[config.mk]
export PLATFORM = sky130hd
export DESIGN_NAME = do16_diag_record_and_output_image
export DESIGN_NICKNAME = d
export VERILOG_FILES = /design/src/design/dio_pkg.sv /design/src/design/diag_record_mem.sv /design/src/design/do16_diag_record_and_output_image.sv
export SDC_FILE = /design/constraint.sdc
export NUM_CORES = 1
export LEC_CHECK = 0
export BUFFER_PORTS_ARGS = -buffer_cell sky130_fd_sc_hd__buf_2
export CORE_MARGIN = 3
export CORE_UTILIZATION = 40
export CTS_CLUSTER_DIAMETER = 50
export DETAILED_ROUTE_END_ITERATION = 12
export GPL_ROUTABILITY_DRIVEN = 0
export PLACE_DENSITY_LB_ADDON = 0.25
export SLEW_MARGIN = 20
export SYNTH_ARGS = -nofsm -noshare
export SYNTH_HDL_FRONTEND = slang
export SYNTH_SLANG_ARGS = --single-unit
[constraint.sdc]
create_clock -name clk -period 3.7 [get_ports clk]
set_clock_uncertainty 0.2 [all_clocks]
set_input_delay 0 -clock clk [delete_from_list [all_inputs] [get_ports clk]]
set_output_delay 0 -clock clk [all_outputs]
set_load 0.01 [all_outputs]
[src/design/dio_pkg.sv]
package dio_pkg;

    // Clock and microsecond ticker
    localparam int CLK_PERIOD_NS  = 50;
    localparam int TICK_PERIOD_NS = 1000;
    localparam int TICK_DIV       = TICK_PERIOD_NS / CLK_PERIOD_NS;
    localparam logic [4:0] TICK_LAST = 5'(TICK_DIV - 1);

    // Parameter byte values
    localparam logic [7:0] DIAG_DISABLE = 8'h00;
    localparam logic [7:0] DIAG_ENABLE  = 8'h40;

    // Record numbers
    localparam logic [7:0] REC_PARAM = 8'h00;
    localparam logic [7:0] REC_DIAG  = 8'h01;

    // Record geometry and byte positions
    localparam int         REC_DEPTH     = 20;
    localparam logic [4:0] REC_LEN       = 5'h14;
    localparam logic [4:0] REC_SHORT_LEN = 5'h04;
    localparam logic [4:0] REC_LAST      = 5'h13;
    localparam logic [4:0] IDX_SUMMARY   = 5'h00;
    localparam logic [4:0] IDX_MODCLASS  = 5'h01;
    localparam logic [4:0] IDX_CHTYPE    = 5'h04;
    localparam logic [4:0] IDX_TS0       = 5'h10;
    localparam logic [4:0] IDX_TS1       = 5'h11;
    localparam logic [4:0] IDX_TS2       = 5'h12;
    localparam logic [4:0] IDX_TS3       = 5'h13;

    // Fixed record contents
    localparam logic [7:0] MODCLASS_VAL = 8'h1F;
    localparam logic [7:0] CHTYPE_VAL   = 8'h72;
    localparam logic [7:0] RESERVED_VAL = 8'h00;

    // Summary byte bit positions
    localparam int SUM_FAIL_BIT = 0;
    localparam int SUM_INT_BIT  = 1;
    localparam int SUM_EXT_BIT  = 2;
    localparam int SUM_OVL_BIT  = 4;
    localparam int SUM_PRM_BIT  = 7;

    // Output image byte offsets
    localparam logic IMG_LOW  = 1'b0;
    localparam logic IMG_HIGH = 1'b1;

    // Cyclic input data size
    localparam logic [7:0] INPUT_BYTES = 8'h00;

    typedef enum logic [0:0] {
        ST_IDLE  = 1'b0,
        ST_WRITE = 1'b1
    } fsm_t;

endpackage : dio_pkg

[src/design/diag_record_mem.sv]
`timescale 1ns/100ps
module diag_record_mem #(
    parameter int DEPTH = 20,
    parameter int AW    = 5
) (
    // Clock and reset
    input  wire logic          clk,
    input  wire logic          sys_rst,
    // Write port
    input  wire logic          we,
    input  wire logic [AW-1:0] waddr,
    input  wire logic [7:0]    wdata,
    // Read port
    input  wire logic          re,
    input  wire logic [AW-1:0] raddr,
    output logic      [7:0]    rdata
);
    logic [7:0] mem [DEPTH];

    always_ff @(posedge clk) begin
        if (we) begin
            mem[waddr] <= wdata;
        end
    end

    always_ff @(posedge clk) begin
        if (sys_rst) begin
            rdata <= 8'h00;
        end else if (re) begin
            rdata <= mem[raddr];
        end
    end
endmodule : diag_record_mem

[src/design/do16_diag_record_and_output_image.sv]
// Functional notes
// - Parameter 00h disables diagnostics and interrupt, 40h enables them. Load supply edges still raise interrupts under 00h.
// - Enabled diagnostics: first cause after none raises incoming interrupt, record becomes readable.
// - When all causes vanish, going interrupt is raised automatically.
// - Record 01h reads all 20 bytes; record 00h reads first four.
// - Summary bit 0 module failure, bit 1 internal, bit 2 external error.
// - Summary bit 4 output overload, bit 7 parameter error; 3,5,6 reserved.
// - Module class byte reads 1Fh, low nibble 1111b digital.
// - Channel type byte reads 72h, digital output.
// - Timestamp bytes hold ticker value captured at the diagnostic event.
// - Ticker starts at 0, counts microseconds, wraps after 32-bit maximum.
// - Reserved record bytes always read 00h.
// - Load supply switching on or off produces a diagnostic message.
// - Module supplies no cyclic input bytes.
// - Two-byte output image at +0 drives channels 0 to 15.
// - Channel indicator lit exactly while its output is commanded 1.
// - Module fault indicator on for overload, short circuit or overheat.
`timescale 1ns/100ps
module do16_diag_record_and_output_image (
    // Clock and reset
    input  wire logic        clk,
    input  wire logic        sys_rst,
    // Output image writes
    input  wire logic        img_wr,
    input  wire logic        img_addr,
    input  wire logic [7:0]  img_wdata,
    // Parameter record writes
    input  wire logic        prm_wr,
    input  wire logic [7:0]  prm_record_number,
    input  wire logic [7:0]  prm_wdata,
    // Diagnostic record reads
    input  wire logic        rd_req,
    input  wire logic [7:0]  rd_record_number,
    input  wire logic [4:0]  rd_byte_index,
    output logic             rd_ready,
    output logic             rd_valid,
    output logic             rd_error,
    output logic      [7:0]  rd_data,
    // Fault sources
    input  wire logic        module_failure,
    input  wire logic        internal_error,
    input  wire logic        load_supply_ok,
    input  wire logic        out_overload,
    input  wire logic        out_short,
    input  wire logic        out_overheat,
    // Channel outputs and indicators
    output logic      [15:0] chan_out,
    output logic      [15:0] chan_led,
    output logic             module_fault_indicator,
    // Diagnostic interrupts and status
    output logic             diag_irq_incoming,
    output logic             diag_irq_going,
    output logic             diag_active,
    output logic      [31:0] us_ticker,
    output logic      [7:0]  in_image_bytes
);
    typedef struct packed {
        dio_pkg::fsm_t fsm;
        logic [4:0]    wr_idx;
        logic [7:0]    img_lo;
        logic [7:0]    img_hi;
        logic [7:0]    diag_enable_param;
        logic          prm_err;
        logic [7:0]    sum_cap;
        logic [31:0]   ts_cap;
        logic [31:0]   ticker;
        logic [4:0]    presc;
        logic          pend_in;
        logic          pend_go;
        logic          irq_in;
        logic          irq_go;
        logic          fault_ind;
        logic          rd_valid;
        logic          rd_err;
        logic          rd_ready;
        logic          active;
    } state_t;

    // Reset starts by filling the record so constants read back at once
    localparam state_t RST_ST = '{fsm: dio_pkg::ST_WRITE, default: '0};

    state_t     st_reg;
    state_t     st_next;
    logic [7:0] cur_sum;
    logic       enabled;
    logic       fault_any;
    logic       trig;
    logic       rd_ok;
    logic       mem_we;
    logic [4:0] mem_waddr;
    logic [7:0] mem_wdata;
    logic       mem_re;
    logic [4:0] mem_raddr;

    function automatic logic [7:0] rec_byte(input logic [4:0]  idx,
                                            input logic [7:0]  sum,
                                            input logic [31:0] ts);
        case (idx)
            dio_pkg::IDX_SUMMARY:  rec_byte = sum;
            dio_pkg::IDX_MODCLASS: rec_byte = dio_pkg::MODCLASS_VAL;
            dio_pkg::IDX_CHTYPE:   rec_byte = dio_pkg::CHTYPE_VAL;
            dio_pkg::IDX_TS0:      rec_byte = ts[31:24];
            dio_pkg::IDX_TS1:      rec_byte = ts[23:16];
            dio_pkg::IDX_TS2:      rec_byte = ts[15:8];
            dio_pkg::IDX_TS3:      rec_byte = ts[7:0];
            default:               rec_byte = dio_pkg::RESERVED_VAL;
        endcase
    endfunction : rec_byte

    assign enabled   = st_reg.diag_enable_param == dio_pkg::DIAG_ENABLE;
    assign fault_any = out_overload | out_short | out_overheat;

    always_comb begin
        cur_sum = 8'h00;
        cur_sum[dio_pkg::SUM_FAIL_BIT] = module_failure;
        cur_sum[dio_pkg::SUM_INT_BIT]  = internal_error;
        cur_sum[dio_pkg::SUM_EXT_BIT]  = !load_supply_ok;
        cur_sum[dio_pkg::SUM_OVL_BIT]  = fault_any;
        cur_sum[dio_pkg::SUM_PRM_BIT]  = st_reg.prm_err;
    end

    // Supply edges report even with diagnostics off
    assign trig = (enabled && cur_sum != st_reg.sum_cap) ||
                  (cur_sum[dio_pkg::SUM_EXT_BIT] != st_reg.sum_cap[dio_pkg::SUM_EXT_BIT]);

    assign rd_ok = (rd_record_number == dio_pkg::REC_DIAG && rd_byte_index < dio_pkg::REC_LEN) ||
                   (rd_record_number == dio_pkg::REC_PARAM &&
                    rd_byte_index < dio_pkg::REC_SHORT_LEN);

    always_comb begin
        st_next   = st_reg;
        mem_we    = 1'b0;
        mem_waddr = st_reg.wr_idx;
        mem_wdata = dio_pkg::RESERVED_VAL;
        mem_re    = 1'b0;
        mem_raddr = rd_byte_index;
        st_next.irq_in   = 1'b0;
        st_next.irq_go   = 1'b0;
        st_next.rd_valid = 1'b0;
        st_next.rd_err   = 1'b0;

        // Prescaled ticker, independent of bus traffic
        if (st_reg.presc == dio_pkg::TICK_LAST) begin
            st_next.presc  = 5'h00;
            st_next.ticker = st_reg.ticker + 32'h1;
        end else begin
            st_next.presc = st_reg.presc + 5'h01;
        end

        st_next.fault_ind = fault_any;

        if (img_wr) begin
            if (img_addr == dio_pkg::IMG_LOW) begin
                st_next.img_lo = img_wdata;
            end else begin
                st_next.img_hi = img_wdata;
            end
        end

        // Any value other than the two codes is flagged as bad parameter
        if (prm_wr && prm_record_number == dio_pkg::REC_PARAM) begin
            st_next.diag_enable_param = prm_wdata;
            st_next.prm_err = !(prm_wdata == dio_pkg::DIAG_DISABLE ||
                                prm_wdata == dio_pkg::DIAG_ENABLE);
        end

        if (rd_req && st_reg.rd_ready) begin
            mem_re           = rd_ok;
            st_next.rd_valid = rd_ok;
            st_next.rd_err   = !rd_ok;
        end

        case (st_reg.fsm)
            dio_pkg::ST_IDLE: begin
                if (trig) begin
                    st_next.fsm      = dio_pkg::ST_WRITE;
                    st_next.wr_idx   = 5'h00;
                    st_next.ts_cap   = st_reg.ticker;
                    st_next.sum_cap  = cur_sum;
                    st_next.pend_in  = st_reg.sum_cap == 8'h00 && cur_sum != 8'h00;
                    st_next.pend_go  = st_reg.sum_cap != 8'h00 && cur_sum == 8'h00;
                    st_next.rd_ready = 1'b0;
                end
            end
            dio_pkg::ST_WRITE: begin
                // Reads are held off so a record is never seen half updated
                mem_we    = 1'b1;
                mem_wdata = rec_byte(st_reg.wr_idx, st_reg.sum_cap, st_reg.ts_cap);
                if (st_reg.wr_idx == dio_pkg::REC_LAST) begin
                    st_next.fsm      = dio_pkg::ST_IDLE;
                    st_next.rd_ready = 1'b1;
                    st_next.irq_in   = st_reg.pend_in;
                    st_next.irq_go   = st_reg.pend_go;
                    st_next.active   = st_reg.sum_cap != 8'h00;
                    st_next.pend_in  = 1'b0;
                    st_next.pend_go  = 1'b0;
                end else begin
                    st_next.wr_idx = st_reg.wr_idx + 5'h01;
                end
            end
            default: begin
                st_next.fsm = dio_pkg::ST_IDLE;
            end
        endcase
    end

    always_ff @(posedge clk) begin
        if (sys_rst) begin
            st_reg <= RST_ST;
        end else begin
            st_reg <= st_next;
        end
    end

    diag_record_mem #(
        .DEPTH (dio_pkg::REC_DEPTH),
        .AW    (5)
    ) u_record (
        .clk     (clk),
        .sys_rst (sys_rst),
        .we      (mem_we),
        .waddr   (mem_waddr),
        .wdata   (mem_wdata),
        .re      (mem_re),
        .raddr   (mem_raddr),
        .rdata   (rd_data)
    );

    assign rd_ready               = st_reg.rd_ready;
    assign rd_valid               = st_reg.rd_valid;
    assign rd_error               = st_reg.rd_err;
    assign chan_out               = {st_reg.img_hi, st_reg.img_lo};
    assign chan_led               = {st_reg.img_hi, st_reg.img_lo};
    assign module_fault_indicator = st_reg.fault_ind;
    assign diag_irq_incoming      = st_reg.irq_in;
    assign diag_irq_going         = st_reg.irq_go;
    assign diag_active            = st_reg.active;
    assign us_ticker              = st_reg.ticker;
    assign in_image_bytes         = dio_pkg::INPUT_BYTES;

    chk_tick_advance: assert property (
        @(posedge clk) disable iff (sys_rst)
        st_reg.presc == dio_pkg::TICK_LAST |=> st_reg.ticker == $past(st_reg.ticker) + 32'h1
    ) else $error("ticker did not advance at prescaler end");

    chk_tick_hold: assert property (
        @(posedge clk) disable iff (sys_rst)
        st_reg.presc != dio_pkg::TICK_LAST |=> $stable(st_reg.ticker)
    ) else $error("ticker moved between microsecond ticks");

    chk_incoming_irq: assert property (
        @(posedge clk) disable iff (sys_rst)
        (st_reg.fsm == dio_pkg::ST_IDLE && enabled && st_reg.sum_cap == 8'h00 &&
         cur_sum != 8'h00) |-> ##21 (diag_irq_incoming && rd_ready)
    ) else $error("incoming interrupt missing after new cause");

    chk_going_irq: assert property (
        @(posedge clk) disable iff (sys_rst)
        (st_reg.fsm == dio_pkg::ST_IDLE && enabled && st_reg.sum_cap != 8'h00 &&
         cur_sum == 8'h00) |-> ##21 (diag_irq_going && !diag_active)
    ) else $error("going interrupt missing after causes cleared");

    chk_param_enable: assert property (
        @(posedge clk) disable iff (sys_rst)
        (prm_wr && prm_record_number == dio_pkg::REC_PARAM) |=>
        (enabled == ($past(prm_wdata) == dio_pkg::DIAG_ENABLE))
    ) else $error("diagnostic enable does not follow parameter");

    chk_param_error: assert property (
        @(posedge clk) disable iff (sys_rst)
        (prm_wr && prm_record_number == dio_pkg::REC_PARAM &&
         prm_wdata != dio_pkg::DIAG_DISABLE && prm_wdata != dio_pkg::DIAG_ENABLE) |=>
        cur_sum[dio_pkg::SUM_PRM_BIT]
    ) else $error("bad parameter not flagged");

    chk_summary_bits: assert property (
        @(posedge clk) disable iff (sys_rst)
        (st_reg.fsm == dio_pkg::ST_IDLE && trig) |=>
        st_reg.sum_cap == {$past(st_reg.prm_err), 2'h0, $past(fault_any), 1'b0,
                           !$past(load_supply_ok), $past(internal_error), $past(module_failure)}
    ) else $error("summary byte does not match causes");

    chk_read_answer: assert property (
        @(posedge clk) disable iff (sys_rst)
        (rd_req && rd_ready && rd_record_number == dio_pkg::REC_DIAG &&
         rd_byte_index < dio_pkg::REC_LEN) |=> (rd_valid && !rd_error)
    ) else $error("full record read not answered");

    chk_fault_led: assert property (
        @(posedge clk) disable iff (sys_rst)
        1'b1 |=> module_fault_indicator == $past(fault_any)
    ) else $error("module fault indicator wrong");

    chk_image_low: assert property (
        @(posedge clk) disable iff (sys_rst)
        (img_wr && img_addr == dio_pkg::IMG_LOW) |=>
        (chan_out[7:0] == $past(img_wdata) && chan_led == chan_out)
    ) else $error("output image low byte not applied");

    chk_short_record: assert property (
        @(posedge clk) disable iff (sys_rst)
        (rd_req && rd_ready && rd_record_number == dio_pkg::REC_PARAM &&
         rd_byte_index >= dio_pkg::REC_SHORT_LEN) |=> (rd_error && !rd_valid)
    ) else $error("short record read beyond four bytes");

    chk_const_bytes: assert property (
        @(posedge clk) disable iff (sys_rst)
        (mem_we && mem_waddr == dio_pkg::IDX_MODCLASS) |-> mem_wdata == dio_pkg::MODCLASS_VAL
    ) else $error("module class byte wrong");

    chk_chtype_byte: assert property (
        @(posedge clk) disable iff (sys_rst)
        (mem_we && mem_waddr == dio_pkg::IDX_CHTYPE) |-> mem_wdata == dio_pkg::CHTYPE_VAL
    ) else $error("channel type byte wrong");

    chk_reserved_bytes: assert property (
        @(posedge clk) disable iff (sys_rst)
        (mem_we && mem_waddr > dio_pkg::IDX_MODCLASS && mem_waddr < dio_pkg::IDX_TS0 &&
         mem_waddr != dio_pkg::IDX_CHTYPE) |-> mem_wdata == dio_pkg::RESERVED_VAL
    ) else $error("reserved byte not zero");

    chk_stamp_capture: assert property (
        @(posedge clk) disable iff (sys_rst)
        (st_reg.fsm == dio_pkg::ST_IDLE && trig) |=>
        (st_reg.ts_cap == $past(st_reg.ticker)) ##16 (mem_wdata == st_reg.ts_cap[31:24])
    ) else $error("timestamp not captured at event");

    chk_supply_event: assert property (
        @(posedge clk) disable iff (sys_rst)
        (st_reg.fsm == dio_pkg::ST_IDLE &&
         load_supply_ok == st_reg.sum_cap[dio_pkg::SUM_EXT_BIT]) |=>
        st_reg.fsm == dio_pkg::ST_WRITE
    ) else $error("supply switching produced no message");

    chk_no_inputs: assert property (
        @(posedge clk) disable iff (sys_rst)
        in_image_bytes == dio_pkg::INPUT_BYTES && in_image_bytes == 8'h00
    ) else $error("input image size not zero");

endmodule : do16_diag_record_and_output_image

Word level (Yosys, flattened, before mapping) --
Memory sizes are Yosys's and may differ from the RTL's. A register that Yosys moved wholly into a read port is not among the register bits. Index checks and enable logic that the tools add are counted.
Cells by class: $add $sub $neg 3, multipliers 0, divide/modulo/power cells 0, $lt $le $gt $ge 2, eq/ne operators 15, shift-type cells 0, muxes and demuxes 16, bitwise gates (word level) 6, reduce and logical (&&, ||, !) cells 30
Operators with widths (count):
- $pmux 8 s7 | 1
- $logic_not 8->1 | 5
- $add 32x1->32 const B | 1
- $eq 5x5->1 const B | 5
- $eq 8x7->1 const B | 2
- $reduce_bool 8->1 | 2
- $pmux 6 s2 | 1
- $reduce_and 2->1 | 6
- $add 5x1->5 const B | 2
- $eq 8x1->1 const B | 1
- $mux 8 | 1
- $logic_and 1x1->1 | 7
- $mux 1 | 6
- $mux 6 | 1
- $eq 5x1->1 const B | 1
- $eq 5x3->1 const B | 1
- $logic_not 5->1 | 1
- $lt 5x3->1 const B | 1
- $lt 5x5->1 const B | 1
- $mux 5 | 1
- $ne 5x5->1 | 1
- $mux 2 | 2
- $mux 4 | 1
- $ne 2x2->1 const B | 2
- other kinds (10) | 19
Word-level totals: register bits 114, latch bits 0, memory bits (writable) 160, ROM bits 0, output and inout port bits 87, memories kept 1
Memory list:
- u_record.mem | words 20, width 8, rd ports 1, clocked after memory_dff 1, write ports 1, RTL line diag_record_mem.sv:18 | logic [7:0] mem [DEPTH];

Depth between registers and ports, before layout --
word-level depth 7, mapped depth 7

Cells and area by module --
A second synthesis with hierarchy kept.
Second synthesis, totals: cell total of the unflattened synthesis 935, area total of the unflattened synthesis 11926.4 µm²
By module, submodules not included:
- diag_record_mem | instances 1, cells each 306, area an instance 6487.5 µm², sequential area each 4964.8 µm²
- do16_diag_record_and_output_image | instances 1, cells each 629, area an instance 5439.0 µm², sequential area each 2282.2 µm²

Worst setup path after synthesis --
No wires, ideal clock.
path type reg2reg, start point register st_reg (netlist bit mem_waddr[0]), end point memory u_record.mem[0][2], data pin, arrival 2266 ps, path slack 847 ps, stages on the path, launching flop included 6, buffers on the path 2, period minus slack after synthesis 2853 ps, path through dfxtp_1 > ha_1 > clkbuf_1 > clkbuf_1 > a222oi_1 > a311oi_1
Between the ends: longest elaborated chain between the ends 3, elaborated cells on any way between the ends 9, those cells by class eq/ne (6); mux (2); reduce/logical (1)
Ends and longest elaborated chain:
- start: declaration | RTL line do16_diag_record_and_output_image.sv:82 | state_t st_reg;
- start signal: assignment | RTL line do16_diag_record_and_output_image.sv:211 | st_reg <= st_next;
- $eq 5x5->1, or another cell as far along | RTL line do16_diag_record_and_output_image.sv:98 | case (idx)
- $pmux 8 s7 (*) | RTL line do16_diag_record_and_output_image.sv:98
- $mux 8 (*) | RTL line do16_diag_record_and_output_image.sv:173 | case (st_reg.fsm)
- via mem_wdata[2] | RTL line do16_diag_record_and_output_image.sv:91 | logic [7:0] mem_wdata;
- end: declaration | RTL line diag_record_mem.sv:18
The timed path passes the listed nets; every way through them passes the cells marked *.

Worst setup path in the final report --
start point register st_reg (netlist bit mem_waddr[0]), end point memory u_record.mem[11][1], data pin
Same word-level chain as after synthesis.

==> reports/metrics.cfg <==
[cells_and_area]
layoutNonFillerInstCount = 1470
nets = 1114
area_growth_pct = 17.9
fill_cells = 2602
largest_reg_flops = 160
layout_common_cells = edfxtp_1, buf_2, dfxtp_1, nor2_1, mux2i_1
diodes = 0
drive_gt1_share_pct = 22.4
design_area_mm2 = 0.0142
final_common_cell = edfxtp_1

[synth]
synth_edf_count = 160
syn_inst = 954
postSynth.asyncResetShare_pct = 0
ys_ff_latch = 282
yosysUniqueCellTypes = 58
synth.top_cell.area_share_pct = 39.8
yosysTopAreaCell = edfxtp_1
ys_top_cells_by_area = edfxtp_1, dfxtp_1, mux2i_1
yosysWarnings = 0
ys.flop_type = edfxtp_1
seq_area_frac_synth_pct = 60.1
syn-cell-area_mm2 = 0.0121
avgSynthCellArea_um2 = 12.6

[clock_tree]
root_buffer = clkbuf_16
cts_made_buffers = 35
htree_levels = 2
cts_tree = built
clock_latency_ns = 0.52
clkSinkCount = 282
cts_setup_buffers = 0
cts_buffer_depth = 3
clk_pin_slew_ns = 0.06

[pwr]
power.share.clock_pct = 47.8
power.internal_mw = 5.74
power_frac_comb_pct = 5.5
peakVddDrop_mv = 0.318
seq_power_share_pct = 46.7
p_per_area_mw_per_mm2 = 514
power_switching_mw = 1.57
power_leakage_nw = 5.39
swShare_pct = 21.5

[global_routing]
met2_usage_pct = 27.5
grt.total_usage_pct = 16.8
grt_pass1_vias = 7445
grtUsageMet3_pct = 3.13
grt_pass1_wl_um = 43400
antenna_found_initial = 0
grt-busiest-layer = met2
grt_overflow_total = 0
gr-usage-met1_pct = 23.5
grt_max_degree = 65

[sta]
final-setup-viol-count = 0
slew_viol_final = 0
tns_ns = 0
period_minus_slack_ns = 2.75
grt_setup_unrepaired = no
whs_ns = -0.0205
worst_pin_slew_ns = 0.941
hold_viol_final = 1
max_slew_margin_pct = 37.3
period_share_pct = 74.4
max_freq_mhz = 363

[floorplan]
core_area_mm2 = 0.0292
die_x_um = 180
die_h_um = 180
die_area_mm2 = 0.0323
fp-row-count = 62
boundaryPins = 136
initial_core_util_pct = 41.2

[outcome]
violations = hold timing
run_status = finished with violations

[setup_path]
path_max_fanout = 20
cp-end-kind = flop
worstSetupPathType = flop to flop
crit_arrival_ns = 2.74
start_kind = flop
cp_data_required_time_ns = 3.69

[routing]
drt-vias-per-instance = 5.18
wire_per_inst_um = 18.9
dr.pass1.iters = 6
vias = 7609
drt-initial-drc-count = 543
ant_nets = 0
finalWirelength_um = 27800
drc = 0

[flow_run]
max_cap_violations = 0

[place]
placed_cell_area_mm2 = 0.0125
place_inst = 1359
portBuffers = 127
dp_hpwl_um = 17300

[min_path]
hold_class = input pin to flop

cell type report:
class,instances,area [µm²],area share [%]
Clock buffer,45,955,6.71
Clock inverter,19,254,1.79
Inverter,15,56.3,0.396
Multi-Input combinational cell,540,4020,28.3
Sequential cell,282,7250,51.0
Tap cell,384,480,3.38
Timing Repair Buffer,185,1200,8.46
per-stage QoR:
stage                     worst slack [ns]  total power [mW]  utilization [%]
after floorplan                      0.847              3.74                -
after global placement               0.706              3.85             42.8
after detailed placement             0.678              3.85             42.9
after CTS                            0.673              7.40             48.6
after global routing                 0.636              7.57             48.6
final                                0.947              7.31             48.6
Yosys cell counts (all sizes together) (2+ instances only):
| library cell | number |
|---|---|
| mux2i | 69 |
| nand2b | 11 |
| nor3 | 21 |
| buf | 92 |
| and4 | 6 |
| nand3 | 24 |
| and2 | 13 |
| ha | 6 |
| nand2 | 48 |
| nand4 | 5 |
| nor2 | 101 |
| or3 | 11 |
| o221ai | 8 |
| clkbuf | 32 |
| dfxtp | 122 |
| edfxtp | 160 |
| o21ai | 21 |
| a21oi | 42 |
| a32o | 8 |
| a311oi | 2 |
| nor3b | 2 |
| nor2b | 4 |
| nor4 | 11 |
| a211oi | 5 |
| a21o | 3 |
| or2b | 4 |
| a22oi | 4 |
| xnor2 | 21 |
| a22o | 3 |
| a221oi | 2 |
| inv | 14 |
| xor2 | 11 |
| mux4 | 32 |
| mux2 | 8 |
| and3 | 12 |
| a222oi | 4 |
repair_timing:
action | 4_1_cts | 5_1_grt
gates resized for setup | 0 | 0
hold buffers | 47 | 0
hold endpoints to repair | 54 | 0
final timing paths:
| path | from | to | slack [ns] | cells after the start |
|---|---|---|---|---|
| worst max register to register | mem_waddr[0] | u_record.mem[11][1] | 0.95 | 6 |
| worst min-delay path | rd_record_number[2] | rd_valid | -0.02 | 5 |
| worst min register to register | st_reg[9] | st_reg[9] | 0.27 | 1 |
| worst max-delay path | mem_waddr[0] | u_record.mem[11][1] | 0.95 | 6 |
cells by family (layout without fill, tap and decap cells):
kind of cell / after synthesis / in the layout / share of synthesized area, %
xor+xnor: 32 / 32 / 2.32
flops: 282 / 282 / 60.1
simple gates: 278 / 278 / 11.4
fa+ha+maj: 6 / 6 / 0.622
mux: 109 / 109 / 12.6
buf+inv: 139 / 264 / 7.13
compound gates: 107 / 107 / 5.82
other cells: 1 / 8 / 0.0311
worst max-delay path, stage by stage (launching register included):
cell and delay [ns]:
dfxtp_1 0.35, inv_1 0.12, ha_1 0.48, nor2_1 0.11, nor4_1 0.17, o21ai_0 0.27, a21oi_2 0.71
power groups by stage:
stage	Combinational, mW	Clock, mW	Sequential [mW]
floorplan	0.266	0	3.47
global placement	0.365	0	3.48
detailed placement	0.371	0	3.48
CTS	0.400	3.58	3.42
global route	0.440	3.71	3.42
finish	0.402	3.50	3.42
per-layer routing:
metal | vias up | wire length [µm]
met5 | - | 0
li1 | 3639 | -
met1 | 3721 | 12700
met2 | 219 | 13200
met4 | 0 | 415
met3 | 30 | 1470
Note: power is estimated with default switching activity, not from simulation.
